$ cat src/rtl/gp_timer_pkg.sv
package gp_timer_pkg;
	// ==========================================================
	// Configuration and mode encodings
	localparam logic [2:0]  CFG_32BIT     = 3'h0;    // Plain timer configuration
	localparam logic [2:0]  CFG_RTC       = 3'h1;    // Real-time clock configuration
	localparam logic [2:0]  CFG_16BIT     = 3'h4;    // Split half-timer configuration
	localparam logic [1:0]  TMR_ONE_SHOT  = 2'h1;    // Stop after time-out
	localparam logic [1:0]  TMR_PERIODIC  = 2'h2;    // Also the PWM mode code
	localparam logic [1:0]  TMR_CAPTURE   = 2'h3;    // Either input capture mode
	localparam logic [1:0]  EVT_RISE      = 2'h0;    // Rising edges
	localparam logic [1:0]  EVT_FALL      = 2'h1;    // Falling edges
	localparam logic [1:0]  EVT_BOTH      = 2'h3;    // Both edges, counting only
	// ==========================================================
	// Status flag positions
	localparam int          FLG_TIMEOUT   = 0;       // Time-out flag
	localparam int          FLG_MATCH     = 1;       // Edge-count match flag
	localparam int          FLG_EVENT     = 2;       // Edge-time capture flag
	localparam int          FLG_RTC       = 3;       // RTC match flag
	// ==========================================================
	// Reset values and counts
	localparam logic [15:0] LOAD_RST      = 16'hFFFF; // Load, match and counter
	localparam logic [15:0] RTC_START     = 16'h0001; // First RTC count
	localparam logic [14:0] RTC_DIV_LAST  = 15'h7FFF; // Last divider count, one below slow-clock edges per second
	// ==========================================================
	// Decoded operating mode, one-hot
	typedef enum logic [5:0] {
		MODE_OFF   = 6'h01,
		MODE_TIMER = 6'h02,
		MODE_RTC   = 6'h04,
		MODE_ECNT  = 6'h08,
		MODE_ETIME = 6'h10,
		MODE_PWM   = 6'h20
	} mode_t;
endpackage : gp_timer_pkg

$ cat src/rtl/gp_timer.sv
`timescale 1ns/1ps
module gp_timer import gp_timer_pkg::*; (
	input  wire logic        clock_i,               // System clock, 200 MHz
	input  wire logic        nrst_i,                // Async reset, active low
	input  wire logic        ce_i,                  // Clock enable, freezes all
	input  wire logic        capture_pin_i,         // Capture/compare pin in
	input  wire logic [2:0]  global_config_i,       // Global configuration
	input  wire logic [1:0]  timer_mode_field_i,    // Timer mode field
	input  wire logic        capture_mode_select_i, // 0 count, 1 time
	input  wire logic        alternate_mode_select_i, // 1 selects PWM
	input  wire logic [1:0]  edge_event_field_i,    // Edge type select
	input  wire logic        pwm_output_invert_i,   // Invert PWM output
	input  wire logic        run_enable_set_i,      // Pulse, start timer
	input  wire logic        run_enable_clear_i,    // Pulse, stop timer
	input  wire logic [15:0] interval_load_i,       // Interval load data
	input  wire logic        interval_load_we_i,    // Pulse, write load
	input  wire logic [15:0] match_value_i,         // Match data
	input  wire logic        match_value_we_i,      // Pulse, write match
	input  wire logic [7:0]  prescale_i,            // Prescale, 16-bit timer mode only
	input  wire logic [3:0]  interrupt_mask_i,      // Mask per flag
	input  wire logic [3:0]  interrupt_clear_i,     // Pulse, clear per flag
	output logic             run_enable_o,          // Run-enable state
	output logic [15:0]      timer_value_o,         // Count or captured value
	output logic [3:0]       raw_status_o,          // Raw status flags
	output logic [3:0]       masked_status_o,       // Masked status flags
	output logic             irq_o,                 // Controller interrupt
	output logic             pwm_o                  // PWM output pin
);
	// ==========================================================
	// State
	logic [15:0] interval_load_reg;  // Reload value
	logic [15:0] match_value_reg;    // Match value
	logic [15:0] count_reg;          // Main counter
	logic [15:0] count_next;
	logic [7:0]  pre_reg;            // Prescale counter
	logic [7:0]  pre_next;
	logic [14:0] rtc_div_reg;        // Slow clock divider
	logic [14:0] rtc_div_next;
	logic [15:0] timer_value_reg;    // Captured count
	logic        run_reg;            // Run enable
	logic        run_next;
	logic [3:0]  raw_reg;            // Sticky raw flags
	logic [3:0]  flag_set;           // Hardware flag events
	logic        pwm_level_reg;      // Uninverted PWM level
	logic        pwm_level_next;
	logic        pwm_out_reg;        // Registered pin value
	logic        pin_s1_reg;         // Synchroniser stage one
	logic        pin_s2_reg;         // Synchroniser stage two
	logic        pin_d_reg;          // Delayed copy for edges
	mode_t       mode;
	// ==========================================================
	// Mode decode
	wire cfg16    = (global_config_i == CFG_16BIT);
	wire tmr_cap  = (timer_mode_field_i == TMR_CAPTURE);
	wire tmr_cnt  = (timer_mode_field_i == TMR_ONE_SHOT) ||
	                (timer_mode_field_i == TMR_PERIODIC);
	wire is_pwm   = cfg16 && alternate_mode_select_i && !capture_mode_select_i &&
	                (timer_mode_field_i == TMR_PERIODIC);
	wire is_ecnt  = cfg16 && tmr_cap && !capture_mode_select_i;
	wire is_etime = cfg16 && tmr_cap && capture_mode_select_i;
	wire is_timer = (cfg16 || global_config_i == CFG_32BIT) &&
	                !alternate_mode_select_i && tmr_cnt;
	assign mode = is_pwm   ? MODE_PWM   :
	              is_ecnt  ? MODE_ECNT  :
	              is_etime ? MODE_ETIME :
	              (global_config_i == CFG_RTC) ? MODE_RTC :
	              is_timer ? MODE_TIMER : MODE_OFF;
	// ==========================================================
	// Edge qualification
	wire rise     = pin_s2_reg && !pin_d_reg;
	wire fall     = !pin_s2_reg && pin_d_reg;
	// Counting may take both edges
	wire cnt_edge = (edge_event_field_i == EVT_BOTH) ? (rise || fall) :
	                (edge_event_field_i == EVT_FALL) ? fall : rise;
	// Timing cannot take both; that code falls back to rising
	wire tim_edge = (edge_event_field_i == EVT_FALL) ? fall : rise;
	wire [15:0] cnt_minus = count_reg - 16'h0001;
	wire zero     = (count_reg == 16'h0000);
	// Prescaler only ever applies in timer mode of the split 16-bit configuration
	wire pre_use  = cfg16 && (pre_reg != 8'h00);
	// ==========================================================
	// Counter, prescaler and flag next values
	always_comb begin
		count_next     = count_reg;
		pre_next       = pre_reg;
		rtc_div_next   = rtc_div_reg;
		run_next       = run_reg;
		flag_set       = 4'h0;
		pwm_level_next = pwm_level_reg;
		case (mode)
			MODE_TIMER: begin
				if (run_reg) begin
					if (pre_use) begin
						pre_next = pre_reg - 8'h01;
					end else if (zero) begin
						count_next = interval_load_reg;
						pre_next   = cfg16 ? prescale_i : 8'h00;
						flag_set[FLG_TIMEOUT] = 1'b1;
						if (timer_mode_field_i == TMR_ONE_SHOT) begin
							run_next = 1'b0;
						end
					end else begin
						count_next = cnt_minus;
						pre_next   = cfg16 ? prescale_i : 8'h00;
					end
				end
			end
			MODE_RTC: begin
				// Slow clock divided to one tick a second
				if (run_reg && rise) begin
					rtc_div_next = rtc_div_reg + 15'h0001;
					if (rtc_div_reg == RTC_DIV_LAST) begin
						if (count_reg == match_value_reg) begin
							count_next = 16'h0000;
							flag_set[FLG_RTC] = 1'b1;
						end else begin
							count_next = count_reg + 16'h0001;
						end
					end
				end
			end
			MODE_ECNT: begin
				// Edges after the match wait for software
				if (run_reg && cnt_edge) begin
					if (cnt_minus == match_value_reg) begin
						count_next = interval_load_reg;
						run_next   = 1'b0;
						flag_set[FLG_MATCH] = 1'b1;
					end else begin
						count_next = cnt_minus;
					end
				end
			end
			MODE_ETIME: begin
				if (run_reg) begin
					count_next = zero ? interval_load_reg : cnt_minus;
					flag_set[FLG_EVENT] = tim_edge;
				end
			end
			MODE_PWM: begin
				// No flag is ever raised here
				if (run_reg) begin
					count_next = zero ? interval_load_reg : cnt_minus;
					if (count_reg == interval_load_reg) begin
						pwm_level_next = 1'b1;
					end else if (count_reg == match_value_reg) begin
						pwm_level_next = 1'b0;
					end
				end
			end
			default: begin
				count_next = count_reg;
			end
		endcase
		// Load write takes effect on the next cycle
		if (interval_load_we_i) begin
			count_next = interval_load_i;
		end
		// RTC always starts from one on enable
		if (run_enable_set_i && mode == MODE_RTC) begin
			count_next = RTC_START;
		end
		if (run_enable_clear_i) begin
			run_next = 1'b0;
		end
		// Software start wins over a hardware stop
		if (run_enable_set_i) begin
			run_next = 1'b1;
		end
	end
	// ==========================================================
	// Pin synchroniser; first stage feeds only the second
	always_ff @(posedge clock_i or negedge nrst_i) begin
		if (!nrst_i) begin
			pin_s1_reg <= 1'b0;
			pin_s2_reg <= 1'b0;
			pin_d_reg  <= 1'b0;
		end else if (ce_i) begin
			pin_s1_reg <= capture_pin_i;
			pin_s2_reg <= pin_s1_reg;
			pin_d_reg  <= pin_s2_reg;
		end
	end
	// ==========================================================
	// Configuration registers
	always_ff @(posedge clock_i or negedge nrst_i) begin
		if (!nrst_i) begin
			interval_load_reg <= LOAD_RST;
			match_value_reg   <= LOAD_RST;
		end else if (ce_i) begin
			if (interval_load_we_i) begin
				interval_load_reg <= interval_load_i;
			end
			if (match_value_we_i) begin
				match_value_reg <= match_value_i;
			end
		end
	end
	// ==========================================================
	// Counter state
	always_ff @(posedge clock_i or negedge nrst_i) begin
		if (!nrst_i) begin
			count_reg     <= LOAD_RST;
			pre_reg       <= 8'h00;
			rtc_div_reg   <= 15'h0000;
			run_reg       <= 1'b0;
			pwm_level_reg <= 1'b0;
			pwm_out_reg   <= 1'b0;
		end else if (ce_i) begin
			count_reg     <= count_next;
			pre_reg       <= pre_next;
			rtc_div_reg   <= rtc_div_next;
			run_reg       <= run_next;
			pwm_level_reg <= pwm_level_next;
			pwm_out_reg   <= pwm_level_next ^ pwm_output_invert_i;
		end
	end
	// ==========================================================
	// Capture and sticky flags; a set beats a same-cycle clear
	always_ff @(posedge clock_i or negedge nrst_i) begin
		if (!nrst_i) begin
			timer_value_reg <= LOAD_RST;
			raw_reg         <= 4'h0;
		end else if (ce_i) begin
			if (flag_set[FLG_EVENT]) begin
				timer_value_reg <= count_reg;
			end
			raw_reg <= (raw_reg & ~interrupt_clear_i) | flag_set;
		end
	end
	// ==========================================================
	// Outputs
	assign run_enable_o    = run_reg;
	assign timer_value_o   = (mode == MODE_ETIME) ? timer_value_reg : count_reg;
	assign raw_status_o    = raw_reg;
	assign masked_status_o = raw_reg & interrupt_mask_i;
	assign irq_o           = |(raw_reg & interrupt_mask_i);
	assign pwm_o           = pwm_out_reg;
	// ==========================================================
	// Checks
	wire quiet = ce_i && !interval_load_we_i && !run_enable_set_i && !run_enable_clear_i;
	AST_ECNT_DEC: assert property (@(posedge clock_i) disable iff (!nrst_i)
		quiet && mode == MODE_ECNT && run_reg && cnt_edge && cnt_minus != match_value_reg
		|=> count_reg == $past(count_reg) - 16'h0001 && run_enable_o)
		else $error("edge count did not decrement");
	AST_ECNT_STOP: assert property (@(posedge clock_i) disable iff (!nrst_i)
		quiet && mode == MODE_ECNT && run_reg && cnt_edge && cnt_minus == match_value_reg
		|=> !run_enable_o && raw_status_o[FLG_MATCH] && count_reg == interval_load_reg)
		else $error("edge count match did not stop and reload");
	AST_ECNT_IDLE: assert property (@(posedge clock_i) disable iff (!nrst_i)
		quiet && mode == MODE_ECNT && !run_reg |=> $stable(count_reg))
		else $error("stopped edge counter moved");
	AST_CAPTURE: assert property (@(posedge clock_i) disable iff (!nrst_i)
		quiet && mode == MODE_ETIME && run_reg && tim_edge
		|=> timer_value_reg == $past(count_reg) && raw_status_o[FLG_EVENT])
		else $error("edge time capture missed");
	AST_ETIME_WRAP: assert property (@(posedge clock_i) disable iff (!nrst_i)
		quiet && mode == MODE_ETIME && run_reg && zero
		|=> count_reg == interval_load_reg && run_enable_o)
		else $error("edge time did not reload at zero");
	AST_PWM_NOFLAG: assert property (@(posedge clock_i) disable iff (!nrst_i)
		ce_i && mode == MODE_PWM |=> (raw_status_o & ~$past(raw_status_o)) == 4'h0)
		else $error("flag raised in PWM mode");
	AST_PWM_RUN: assert property (@(posedge clock_i) disable iff (!nrst_i)
		quiet && mode == MODE_PWM && run_reg && !zero
		|=> count_reg == $past(count_reg) - 16'h0001)
		else $error("PWM counter did not step by one");
	AST_PWM_MATCH: assert property (@(posedge clock_i) disable iff (!nrst_i)
		quiet && mode == MODE_PWM && run_reg && count_reg == match_value_reg &&
		count_reg != interval_load_reg |=> pwm_o == $past(pwm_output_invert_i))
		else $error("PWM output not deasserted at match");
	AST_ONESHOT: assert property (@(posedge clock_i) disable iff (!nrst_i)
		quiet && mode == MODE_TIMER && timer_mode_field_i == TMR_ONE_SHOT && run_reg &&
		zero && !pre_use |=> !run_enable_o && raw_status_o[FLG_TIMEOUT])
		else $error("one-shot did not stop at time-out");
	AST_IRQ: assert property (@(posedge clock_i) disable iff (!nrst_i)
		irq_o == |masked_status_o && (masked_status_o & ~raw_status_o) == 4'h0)
		else $error("interrupt does not follow masked flags");
endmodule : gp_timer

$ cat config.mk
export PLATFORM = sky130hd
export DESIGN_NAME = gp_timer
export DESIGN_NICKNAME = d
export VERILOG_FILES = /design/src/rtl/gp_timer_pkg.sv /design/src/rtl/gp_timer.sv
export SDC_FILE = /design/constraint.sdc
export NUM_CORES = 1
export LEC_CHECK = 0
export BUFFER_PORTS_ARGS = -buffer_cell sky130_fd_sc_hd__buf_2
export CAP_MARGIN = 10
export CORE_MARGIN = 5
export CORE_UTILIZATION = 59
export DETAILED_ROUTE_END_ITERATION = 8
export GPL_ROUTABILITY_DRIVEN = 1
export PLACE_DENSITY = 0.82
export SYNTH_ARGS = -nofsm -noshare
export SYNTH_HDL_FRONTEND = slang
export SYNTH_SLANG_ARGS = --single-unit
$ cat constraint.sdc
create_clock -name clock_i -period 4.3 [get_ports clock_i]
set_input_delay 0.86 -clock clock_i [delete_from_list [all_inputs] [get_ports clock_i]]
set_output_delay 0.86 -clock clock_i [all_outputs]
set_load 0.05 [all_outputs]
* After elaboration in Yosys (flattened, before gate mapping)
Index checks and enable logic that the tools add are counted.
Word-level totals: register bits after elaboration 97, logic and storage cells 129
Cells by class: add/sub/neg operators 4, equality and inequality tests 24, multiplexer cells 48, bitwise gates (word level) 5, reductions and logical operators 35
Operators by type and width (number):
- $mux W16 | 12
- $pmux W16 S4 | 1
- $eq A16 B16 Y1 | 3
- $mux W1 | 27
- $ne A4 B4 Y1 const B | 5
- $add A16 B1 Y16 const B | 1
- $logic_not A16 Y1 | 1
- $mux W8 | 2
- $sub A16 B1 Y16 const B | 1
- $add A15 B1 Y15 const B | 1
- $eq A15 B15 Y1 const B | 1
- $logic_and A1 B1 Y1 | 14
- $mux W5 | 2
- $and A4 B4 Y4 | 2
- $ne A4 B3 Y1 const B | 2
- $reduce_and A8 Y1 | 1
- $reduce_bool A8 Y1 | 1
- $sub A8 B1 Y8 const B | 1
- $eq A2 B2 Y1 const B | 3
- $eq A6 B2 Y1 const B | 1
- $eq A6 B3 Y1 const B | 1
- $eq A6 B4 Y1 const B | 1
- $eq A6 B5 Y1 const B | 1
- $eq A6 B6 Y1 const B | 1
- 21 further kinds | 30

* Longest topological paths before layout
Gate-level depths: netlist of run 1.
depth in word-level cells 14, mapped depth 14

* Least setup slack after synthesis of run 1
No wires, ideal clock.
path kind in2out, start input port timer_mode_field_i[0], end output port timer_value_o[0], arrival 2.500 ns, required time 3.440 ns, path slack 0.940 ns, stages 5, path buffers 1, cell sequence ha_1 -> nand2_1 -> nor2_1 -> clkbuf_1 -> o21ai_0
On the way: longest elaborated chain between the ends 10, elaborated cells on any way between the ends 16, classes of those cells eq/ne (4); mux (6); reduce/logical (6)
RTL lines:
- from (decl) | line gp_timer.sv:8 | input wire logic [1:0] timer_mode_field_i,
- $eq A2 B1 Y1 or $eq A2 B2 Y1 (tied branches) | line gp_timer.sv:55, gp_timer.sv:56, gp_timer.sv:58
- $logic_or A1 B1 Y1 | line gp_timer.sv:55 | wire tmr_cnt = (timer_mode_field_i == TMR_ONE_SHOT) ||
- $logic_and A1 B1 Y1 | line gp_timer.sv:62 | !alternate_mode_select_i && tmr_cnt;
- $mux W2 | line gp_timer.sv:67 | is_timer ? MODE_TIMER : MODE_OFF;
- $mux W3 | line gp_timer.sv:66 | (global_config_i == CFG_RTC) ? MODE_RTC :
- $mux W5 | line gp_timer.sv:65 | is_etime ? MODE_ETIME :
- $mux W5 | line gp_timer.sv:64 | is_ecnt ? MODE_ECNT :
- $mux W6 * | line gp_timer.sv:63 | assign mode = is_pwm ? MODE_PWM :
- $eq A6 B5 Y1 * | line gp_timer.sv:234 | assign timer_value_o = (mode == MODE_ETIME) ? timer_value_reg : count_reg;
- $mux W16 * | line gp_timer.sv:234
- to (decl) | line gp_timer.sv:23 | output logic [15:0] timer_value_o,
Mark *: on every way between the ends. The rest lies on a longest branch, timed or not.

* Worst setup path in the final report of run 1
start register count_reg[0], end register count_reg[0]
On the way: longest elaborated chain between the ends 7, elaborated cells on any way between the ends 17, classes of those cells add/sub (2); eq/ne (2); mux (12); reduce/logical (1)
RTL lines:
- from (decl) | line gp_timer.sv:33 | logic [15:0] count_reg;
- from (signal assigned) | line gp_timer.sv:210 | count_reg <= count_next;
- $sub A16 B1 Y16 (tied with other cells) | line gp_timer.sv:77 | wire [15:0] cnt_minus = count_reg - 16'h0001;
- $eq A16 B16 Y1 (tied with other cells) | line gp_timer.sv:125 | if (cnt_minus == match_value_reg) begin
- $mux W16 (on tied branches) | line gp_timer.sv:125, gp_timer.sv:93, gp_timer.sv:112
- $mux W16 (on tied branches) | line gp_timer.sv:124, gp_timer.sv:92, gp_timer.sv:110
- $pmux W16 S4 * | line gp_timer.sv:90 | case (mode)
- $mux W16 * | line gp_timer.sv:156 | if (interval_load_we_i) begin
- $mux W16 * | line gp_timer.sv:160 | if (run_enable_set_i && mode == MODE_RTC) begin
Mark *: on every way between the ends. The rest lies on a longest branch, timed or not. The select of a mux whose other input is x is not followed. A chain may end at the register's enable or synchronous reset.

==> summary.md, run 1 <==
| Metric | Value |
|---|---|
| Status | `finished clean` |
| WP data arrival | `3970 ps` |
| DP Cell Count | `930` |
| Largest net degree at the start of global routing | `66` |
| Largest stage delay, worst path | `610 ps` |
| FF-to-FF Start | `count_reg[0]$_DFFE_PN1P_` |
| RD Place Congestion | `1.01` |
| Number of diodes | `0` |
| Number of CTS-inserted buffers | `9` |
| Drc violations | `0` |
| Critical Path Start Type | `register` |
| CTS H-Tree Depth | `3` |
| Commonest cells after routing, fill and taps aside | `91 x buf_2, 73 x nand2_1, 64 x dfstp_2` |
| Synth Register Bits | `97` |
| Chip height | `116 um` |
| Die width | `116 um` |
| Final Hold Fails | `0` |
| Main synth FF type | `dfstp_2` |
| CP Launch Point | `count_reg[0]$_DFFE_PN1P_` |
| CP cell instances | `inv_1 -> ha_1 -> nor3b_1 -> nand3_1 -> a221o_1 -> nor4_2 -> nand4_2 -> or3_1 -> nor2_2 -> a21oi_1 -> a222oi_1` |
| Leakage power | `3.21 nW` |
| Reg2reg end | `count_reg[0]$_DFFE_PN1P_` |
| Unique masters post-synth | `60` |
| WL final | `19900 um` |
| Drt first pass iters | `5` |
| Post-DP HPWL | `14300 um` |
| Global route overflow | `0` |
| Min Hold Slack | `468 ps` |
| GRT Max-Usage Layer | `met2` |
| Slew headroom | `36.8%` |
| CTS-repair resized insts | `0` |
| Clock Tree Root | `clkbuf_16` |
| FF-to-FF setup slack | `580 ps` |
| Top delay family on crit path | `simple AND/OR/NAND/NOR gates` |
| Cell Area, Synth | `0.00661 sq mm` |
| TNS Setup | `0 ps` |
| Die area | `0.0134 sq mm` |
| M1 GR Usage | `41.3%` |
| Setup violations, final | `0` |
| Peak VDD IR | `279 uV` |
| TritonCTS clock tree | `built` |
| Buf+Inv Stages, Crit Path | `1` |
| Warnings, synthesis | `0` |
| CTS Hold Bufs | `0` |
| I/O pins | `93` |
| Hold path start | `pre_reg[7]$_DFFE_PN0P_` |
| Crit end category | `register` |
| Syn Area/Cell | `9.15 sq um` |
| Fin cells | `946` |
| Final Cell Area | `0.00750 sq mm` |
| First-pass GRT wire length | `31500 um` |
| IO Port Bufs | `92` |
| Critical Path Stages | `11` |
| Clock skew | `7.79 ps` |
| Period minus WS final | `3720 ps` |
| Post-synthesis sequential area ratio | `37.9%` |
| Total GRT Usage | `30.5%` |
| Max stage delay cell, worst path | `or3_1` |
| Avg Vias per Cell | `6.29` |
| Async set-reset flop share out of synthesis | `100%` |
| Commonest non-fill, non-tap cell in the layout | `buf_2` |
| Final Max Slew Viols | `0` |
| Multi-input gate area | `0.00385 sq mm` |
| Power Density | `425 mW/mm^2` |
| Worst Setup EP | `count_reg[0]$_DFFE_PN1P_` |
| Fillers | `878` |
| Antenna Nets Post-Route | `0` |
| M3 GR Usage | `6.06%` |
| Post-Synthesis Net Count | `800` |
| Hold WC Path Type | `reg2reg` |
| Routed wire per std cell | `21.0 um` |
| Total power | `0.00319 W` |
| Cell Area, Placed | `0.00722 sq mm` |
| First DRT Iteration DRCs | `591` |
| Starting Density | `60.5%` |
| Least-Margin Pin Slew | `944 ps` |
| Fin crit share | `86.6%` |
| Depth of the most critical reg-to-reg path | `11` |
| Floorplan row count | `38` |
| Max-cap viol count | `0` |
| Area growth from synthesis to layout | `13.4%` |
| Clock Sink Count | `97` |
| Register area | `0.00251 sq mm` |
| Syn Inst Count | `723` |
| DR vias | `5955` |
| Initial antenna violation count | `0` |
| Post-CTS setup buffers | `0` |
| Fraction of layout cells with a size suffix above 1 | `32.3%` |
| Post-synth EDFFs | `0` |
| Vias in the first global route | `5818` |
| CP max FO | `11` |
| F_max | `269 MHz` |
| CP required | `4550 ps` |
| RSZ-0062 raised after global routing | `no` |
| Clk_lat worst skew | `350 ps` |
| Post-layout nets | `878` |
| Met2 usage | `48.4%` |
| Worst-path clk slew | `70 ps` |
| Core area | `0.0109 sq mm` |
| Crit path kind | `reg2reg` |
| Clock buffer depth | `2` |
-- per-layer routing --
| layer | wire [um] | part of all wire [%] |
|---|---|---|
| met4 | 538 | 2.7 |
| met5 | 0 | 0 |
| met3 | 1600 | 8.1 |
| met2 | 9500 | 48 |
| met1 | 8230 | 41 |
-- cell families (layout without fill, tap and decap cells) --
kind of cell / count (synthesis) / count (layout) / synth area share (%)
xor gates and xnor gates: 75 / 75 / 10.1
and+or+nand+nor: 247 / 247 / 19.3
AOI/OAI and AO/OA: 160 / 160 / 15.2
muxes: 67 / 67 / 11.3
DFF: 97 / 97 / 37.9
adders and majority gates: 11 / 11 / 2.08
buffers and inverters: 66 / 149 / 4.05
-- worst min-delay path by stage --
stage | to | slack (ps) | cells after the start
CTS | pre_reg[7]$_DFFE_PN0P_ | 470 | 1
finish | pre_reg[7]$_DFFE_PN0P_ | 470 | 1
global route | rtc_div_reg[14]$_DFFE_PN0P_ | 490 | 1
floorplan | pre_reg[7]$_DFFE_PN0P_ | 440 | 1
detailed placement | pre_reg[7]$_DFFE_PN0P_ | 460 | 1
global placement | rtc_div_reg[9]$_DFFE_PN0P_ | 450 | 1
-- report_power, final --
group	internal (W)	switching, W
Combinational	0.000453	0.000657
Clock	0.000409	0.000355
Sequential	0.00109	0.000226
-- cell usage after synthesis (15+ instances only) --
library cell / instances / area share [%]
nor2_1: 44 / 2.5
dfrtp_1: 33 / 12
dfstp_2: 64 / 25
nor3_1: 16 / 1.2
xnor2_1: 55 / 7.3
nand3_1: 19 / 1.4
nand4_1: 15 / 1.4
a21oi_1: 48 / 3.6
mux2_2: 60 / 10
nand2_1: 73 / 4.1
o21ai_0: 47 / 3.6
clkbuf_1: 34 / 1.9
xor2_1: 19 / 2.5
inv_1: 21 / 1.2
-- per-stage QoR --
stage / utilization (%) / worst slack [ps]
6_report: 68.6 / 576
3_5_place_dp: 66.1 / 627
5_1_grt: 68.6 / 386
3_3_place_gp: 66.1 / 738
4_1_cts: 68.6 / 646
2_1_floorplan: - / 940
-- area by class of cell --
| class | count | share of cell area (%) |
|---|---|---|
| Clock buffer | 12 | 3.29 |
| Clock inverter | 4 | 0.400 |
| Inverter | 21 | 1.05 |
| Multi-Input combinational cell | 560 | 51.3 |
| Sequential cell | 97 | 33.4 |
| Tap cell | 140 | 2.34 |
| Timing Repair Buffer | 112 | 8.17 |
(Power assumes the default switching activity.)
==> run 2, diff against run 1 <==
Settings changed: CORE_UTILIZATION 59 to 53, PLACE_DENSITY 0.82 to 0.78.
Clock period 4.3 ns to 3.1 ns, I/O delays scaled along.
==> summary.md, run 2 (same netlist as run 1, synthesis figures left out) <==
| Metric | Value |
|---|---|
| Status | `finished clean` |
| Vias in the first global route | `6419` |
| Leakage power | `3.56 nW` |
| Clock skew | `10.1 ps` |
| Post-layout nets | `941` |
| Depth of the most critical reg-to-reg path | `12` |
| Starting Density | `54.6%` |
| Hold WC Path Type | `in2async` |
| CP required | `3380 ps` |
| Worst Setup EP | `count_reg[1]$_DFFE_PN1P_` |
| Period minus WS final | `3050 ps` |
| Largest net degree at the start of global routing | `55` |
| Clk_lat worst skew | `360 ps` |
| Reg2reg end | `count_reg[1]$_DFFE_PN1P_` |
| Chip height | `122 um` |
| Total GRT Usage | `29.1%` |
| Fin worst setup slack | `51.9 ps` |
| CP Launch Point | `count_reg[2]$_DFFE_PN1P_` |
| TritonCTS clock tree | `built` |
| Drc violations | `0` |
| Max-cap viol count | `0` |
| Number of diodes | `0` |
| Power Density | `582 mW/mm^2` |
| WL final | `21300 um` |
| Crit end category | `register` |
| Worst-path clk slew | `70 ps` |
| Clock Sink Count | `97` |
| IO Port Bufs | `92` |
| Area growth from synthesis to layout | `23.1%` |
| First-pass GRT wire length | `33500 um` |
| Initial antenna violation count | `1` |
| Avg Vias per Cell | `6.10` |
| Slew headroom | `47.3%` |
| CP max FO | `5` |
| Final cell utilization of the core | `67.2%` |
| F_max | `328 MHz` |
| I/O pins | `93` |
| Int Pwr | `0.00287 W` |
| First DRT Iteration DRCs | `717` |
| WP data arrival | `3330 ps` |
| Core area | `0.0121 sq mm` |
| Cell Area, Placed | `0.00778 sq mm` |
| Commonest non-fill, non-tap cell in the layout | `buf_2` |
| Die width | `122 um` |
| Peak VDD IR | `398 uV` |
| Setup WS pre-CTS | `-81.8 ps` |
| Fin crit share | `98.3%` |
| Least-Margin Pin Slew | `787 ps` |
| Crit path kind | `reg2reg` |
| Setup violations, final | `0` |
| Min Hold Slack | `311 ps` |
| Critical Path Start Type | `register` |
| Final Hold Fails | `0` |
| Clock buffer depth | `2` |
| Seq pwr share | `35.5%` |
| Routed wire per std cell | `20.5 um` |
| Comb pwr share | `41.6%` |
| FF-to-FF setup slack | `50 ps` |
| Post-DP HPWL | `16100 um` |
| CTS Hold Bufs | `0` |
| Final Cell Area | `0.00814 sq mm` |
| Clock Tree Root | `clkbuf_16` |
| RD Place Congestion | `1.01` |
| Antenna Nets Post-Route | `0` |
| Fraction of layout cells with a size suffix above 1 | `39.0%` |
| Commonest cells after routing, fill and taps aside | `91 x buf_2, 81 x buf_4, 73 x nand2_1` |
| DR vias | `6322` |
| Global route overflow | `0` |
| Floorplan row count | `40` |
| Drt first pass iters | `5` |
| Sw power | `0.00187 W` |
| Die area | `0.0148 sq mm` |
| Final Max Slew Viols | `0` |
| CTS H-Tree Depth | `3` |
| Number of CTS-inserted buffers | `9` |
| Switching Fraction | `39.4%` |
| Clk pwr share | `22.9%` |
| FF-to-FF Start | `count_reg[2]$_DFFE_PN1P_` |
==> run 2: area by class of cell <==
type                    count  area (sq um)
clock inverters             5          41.3
fillers                  1027          3970
inverters                  21          78.8
well taps                 168           210
repair buffers            175          1110
multi-input cells         560          3950
clock buffers              11           233
flip-flops and latches     97          2510
==> run 2: power by group through the flow <==
| stage | Combinational [W] | Clock [W] | Sequential [W] |
|---|---|---|---|
| after floorplan | 0.00125 | 0 | 0.00164 |
| after global placement | 0.00185 | 0 | 0.00168 |
| after detailed placement | 0.00189 | 0 | 0.00169 |
| after CTS | 0.00190 | 0.00110 | 0.00167 |
| after global routing | 0.00211 | 0.00115 | 0.00170 |
| final | 0.00197 | 0.00109 | 0.00168 |
==> run 2: routing by layer <==
layer	part of all wire (%)	vias up	global-route usage, %
met1	42	3060	39.1
met5	0.061	-	0
met4	3.4	2	13.4
li1	-	2885	-
met3	7.8	65	5.34
met2	47	310	45.7
==> run 2: critical path: stages, from the launching register on <==
cell	delay [ps]
dfstp_2	370
or4_1	550
buf_4	180
nor3_1	320
xnor2_1	180
and3_1	190
nand4_2	100
buf_4	170
nor3_4	250
buf_4	210
mux2i_1	220
a21oi_1	90
o22ai_1	140
==> run 2: repair_timing <==
item                                    4_1_cts  5_1_grt
pin swaps                                     0        6
endpoints found under the setup margin        8       18
buffers inserted                              0        1
gates resized for setup                       3       18
==> run 2: worst min path at each step <==
stage	start	to	slack, ps	depth (start not counted)
6_report	nrst_i	raw_status_o[3]$_DFFE_PN0P_	310	1
5_1_grt	nrst_i	pwm_o$_DFFE_PN0P_	380	1
4_1_cts	nrst_i	raw_status_o[3]$_DFFE_PN0P_	350	1
3_5_place_dp	rtc_div_reg[5]$_DFFE_PN0P_	rtc_div_reg[5]$_DFFE_PN0P_	460	1
3_3_place_gp	rtc_div_reg[9]$_DFFE_PN0P_	rtc_div_reg[9]$_DFFE_PN0P_	450	1
2_1_floorplan	nrst_i	pin_d_reg$_DFFE_PN0P_	320	0
==> run 2: stage by stage <==
| stage | power [W] | TNS [ps] | instances |
|---|---|---|---|
| 3_5_place_dp | 0.00357 | -161 | 1020 |
| 2_1_floorplan | 0.00289 | -35.4 | 723 |
| 4_1_cts | 0.00467 | 0 | 1036 |
| 3_3_place_gp | 0.00353 | 0 | 1020 |
| 6_report | 0.00474 | 0 | 1037 |
| 5_1_grt | 0.00496 | -4.41 | 1037 |
==> run 3, diff against run 2 <==
Settings changed: SETUP_SLACK_MARGIN from default to 0.15.
==> summary.md, run 3 (same netlist as run 1, synthesis figures left out) <==
| Metric | Value |
|---|---|
| Status | `finished clean` |
| Floorplan row count | `40` |
| Post-DP HPWL | `15700 um` |
| Worst-path clk slew | `80 ps` |
| Largest stage delay, worst path | `580 ps` |
| TritonCTS clock tree | `built` |
| Critical Path Start Type | `register` |
| Least-Margin Pin Slew | `783 ps` |
| Clock skew | `10.8 ps` |
| Peak VDD IR | `309 uV` |
| RD Place Congestion | `1.01` |
| Period minus WS final | `3070 ps` |
| Slew headroom | `47.6%` |
| First DRT Iteration DRCs | `651` |
| Hold WC Path Type | `in2async` |
| Final cell utilization of the core | `67.9%` |
| Commonest non-fill, non-tap cell in the layout | `buf_2` |
| Clk pwr share | `23.4%` |
| Int Pwr | `0.00291 W` |
| Die width | `122 um` |
| Antenna Nets Post-Route | `0` |
| Max-cap viol count | `0` |
| Final Hold Fails | `0` |
| WL final | `21100 um` |
| Chip height | `122 um` |
| Area growth from synthesis to layout | `24.4%` |
| Min Hold Slack | `280 ps` |
| Drt first pass iters | `5` |
| Fraction of layout cells with a size suffix above 1 | `40.0%` |
| Die area | `0.0148 sq mm` |
| F_max | `326 MHz` |
| Avg Vias per Cell | `6.04` |
| Crit end category | `register` |
| Clock buffer depth | `2` |
| Final Max Slew Viols | `0` |
| Clock Tree Root | `clkbuf_16` |
| Starting Density | `54.6%` |
| Cell Area, Placed | `0.00775 sq mm` |
| CP required | `3390 ps` |
| Comb pwr share | `41.3%` |
| Clock Sink Count | `97` |
| Power Density | `582 mW/mm^2` |
| Post-layout nets | `944` |
| Largest net degree at the start of global routing | `51` |
| CP Launch Point | `count_reg[0]$_DFFE_PN1P_` |
| Global route overflow | `0` |
| CTS H-Tree Depth | `3` |
| I/O pins | `93` |
| Total power | `0.00479 W` |
| Leakage power | `3.59 nW` |
| Drc violations | `0` |
| Switching Fraction | `39.2%` |
| Setup violations, final | `0` |
| Seq pwr share | `35.2%` |
| Number of diodes | `0` |
| Setup WS pre-CTS | `-89.0 ps` |
| Fin crit share | `99.1%` |
| Clk_lat worst skew | `360 ps` |
| WP data arrival | `3360 ps` |
| Crit path kind | `reg2reg` |
| Final Cell Area | `0.00822 sq mm` |
| Commonest cells after routing, fill and taps aside | `91 x buf_2, 79 x buf_4, 72 x nand2_1` |
| CP max FO | `6` |
| FF-to-FF Start | `count_reg[0]$_DFFE_PN1P_` |
| Routed wire per std cell | `20.3 um` |
| RSZ-0062 raised after global routing | `yes` |
| IO Port Bufs | `92` |
| Core area | `0.0121 sq mm` |
| Initial antenna violation count | `0` |
| Fin worst setup slack | `28.3 ps` |
| Sw power | `0.00188 W` |
| First-pass GRT wire length | `33200 um` |
| DR vias | `6284` |
| Max stage delay cell, worst path | `dfstp_2` |
| Number of CTS-inserted buffers | `9` |
| Vias in the first global route | `6207` |
| Total GRT Usage | `28.8%` |
| CP cell instances | `inv_2 -> ha_4 -> xnor2_1 -> a211o_1 -> a221o_1 -> nor4_2 -> nand4_2 -> or3_4 -> buf_6 -> mux2i_1 -> o21ai_1 -> a22o_1` |
-- run 3: final cells by class --
cell class	count	area (sq um)
flip-flops and latches	97	2510
fillers	996	3890
clock inverters	6	48.8
inverters	21	78.8
repair buffers	178	1150
clock buffers	10	239
well taps	168	210
multi-input cells	560	3990
-- run 3: power by group through the flow --
stage / clock network, W / logic, W / registers (W)
4_1_cts: 0.00113 / 0.00193 / 0.00168
5_1_grt: 0.00119 / 0.00212 / 0.00171
6_report: 0.00112 / 0.00198 / 0.00169
2_1_floorplan: 0 / 0.00126 / 0.00164
3_3_place_gp: 0 / 0.00183 / 0.00168
3_5_place_dp: 0 / 0.00187 / 0.00169
-- run 3: path summary, 6_finish.rpt --
kind | endpoint | slack (ps) | cells past startpoint
max | count_reg[4]$_DFFE_PN1P_ | 30 | 12
min | raw_status_o[2]$_DFFE_PN0P_ | 280 | 1
max reg2reg | count_reg[4]$_DFFE_PN1P_ | 30 | 12
min reg2reg | rtc_div_reg[13]$_DFFE_PN0P_ | 480 | 1
max in group asynchronous | timer_value_reg[2]$_DFFE_PN1P_ | 2050 | 2
min in group clock_i | rtc_div_reg[13]$_DFFE_PN0P_ | 480 | 1
-- run 3: timing repair --
| item | 4_1_cts | 5_1_grt |
|---|---|---|
| setup endpoints to repair | 18 | 18 |
| pin swaps | 13 | 8 |
| hold buffers | 0 | 0 |
| resized for setup | 24 | 10 |
| buffers inserted | 7 | 0 |
-- run 3: metrics by stage --
| stage | cells | TNS [ps] |
|---|---|---|
| after global routing | 1040 | -241 |
| after floorplan | 723 | -41.3 |
| after CTS | 1040 | -26.0 |
| final | 1040 | 0 |
| after detailed placement | 1017 | -98.9 |
| after global placement | 1017 | 0 |
-- run 3: per-layer routing --
metal	up-vias	wire length [um]	GRT usage (%)
met5	-	0	0
met1	3034	8700	39.2
met2	304	9870	45.1
met3	62	1860	6.36
met4	0	677	10.7
li1	2884	-	-
-- run 3: critical path: cells and delay by family (launching register included) --
kind / cells / cell delay (ps)
AO/OA/AOI/OAI: 4 / 840
XOR/XNOR: 1 / 120
adder cells (fa/ha/maj): 1 / 220
buffers and inverters: 2 / 230
flip-flops: 1 / 580
multiplexers: 1 / 150
AND/OR/NAND/NOR: 3 / 850
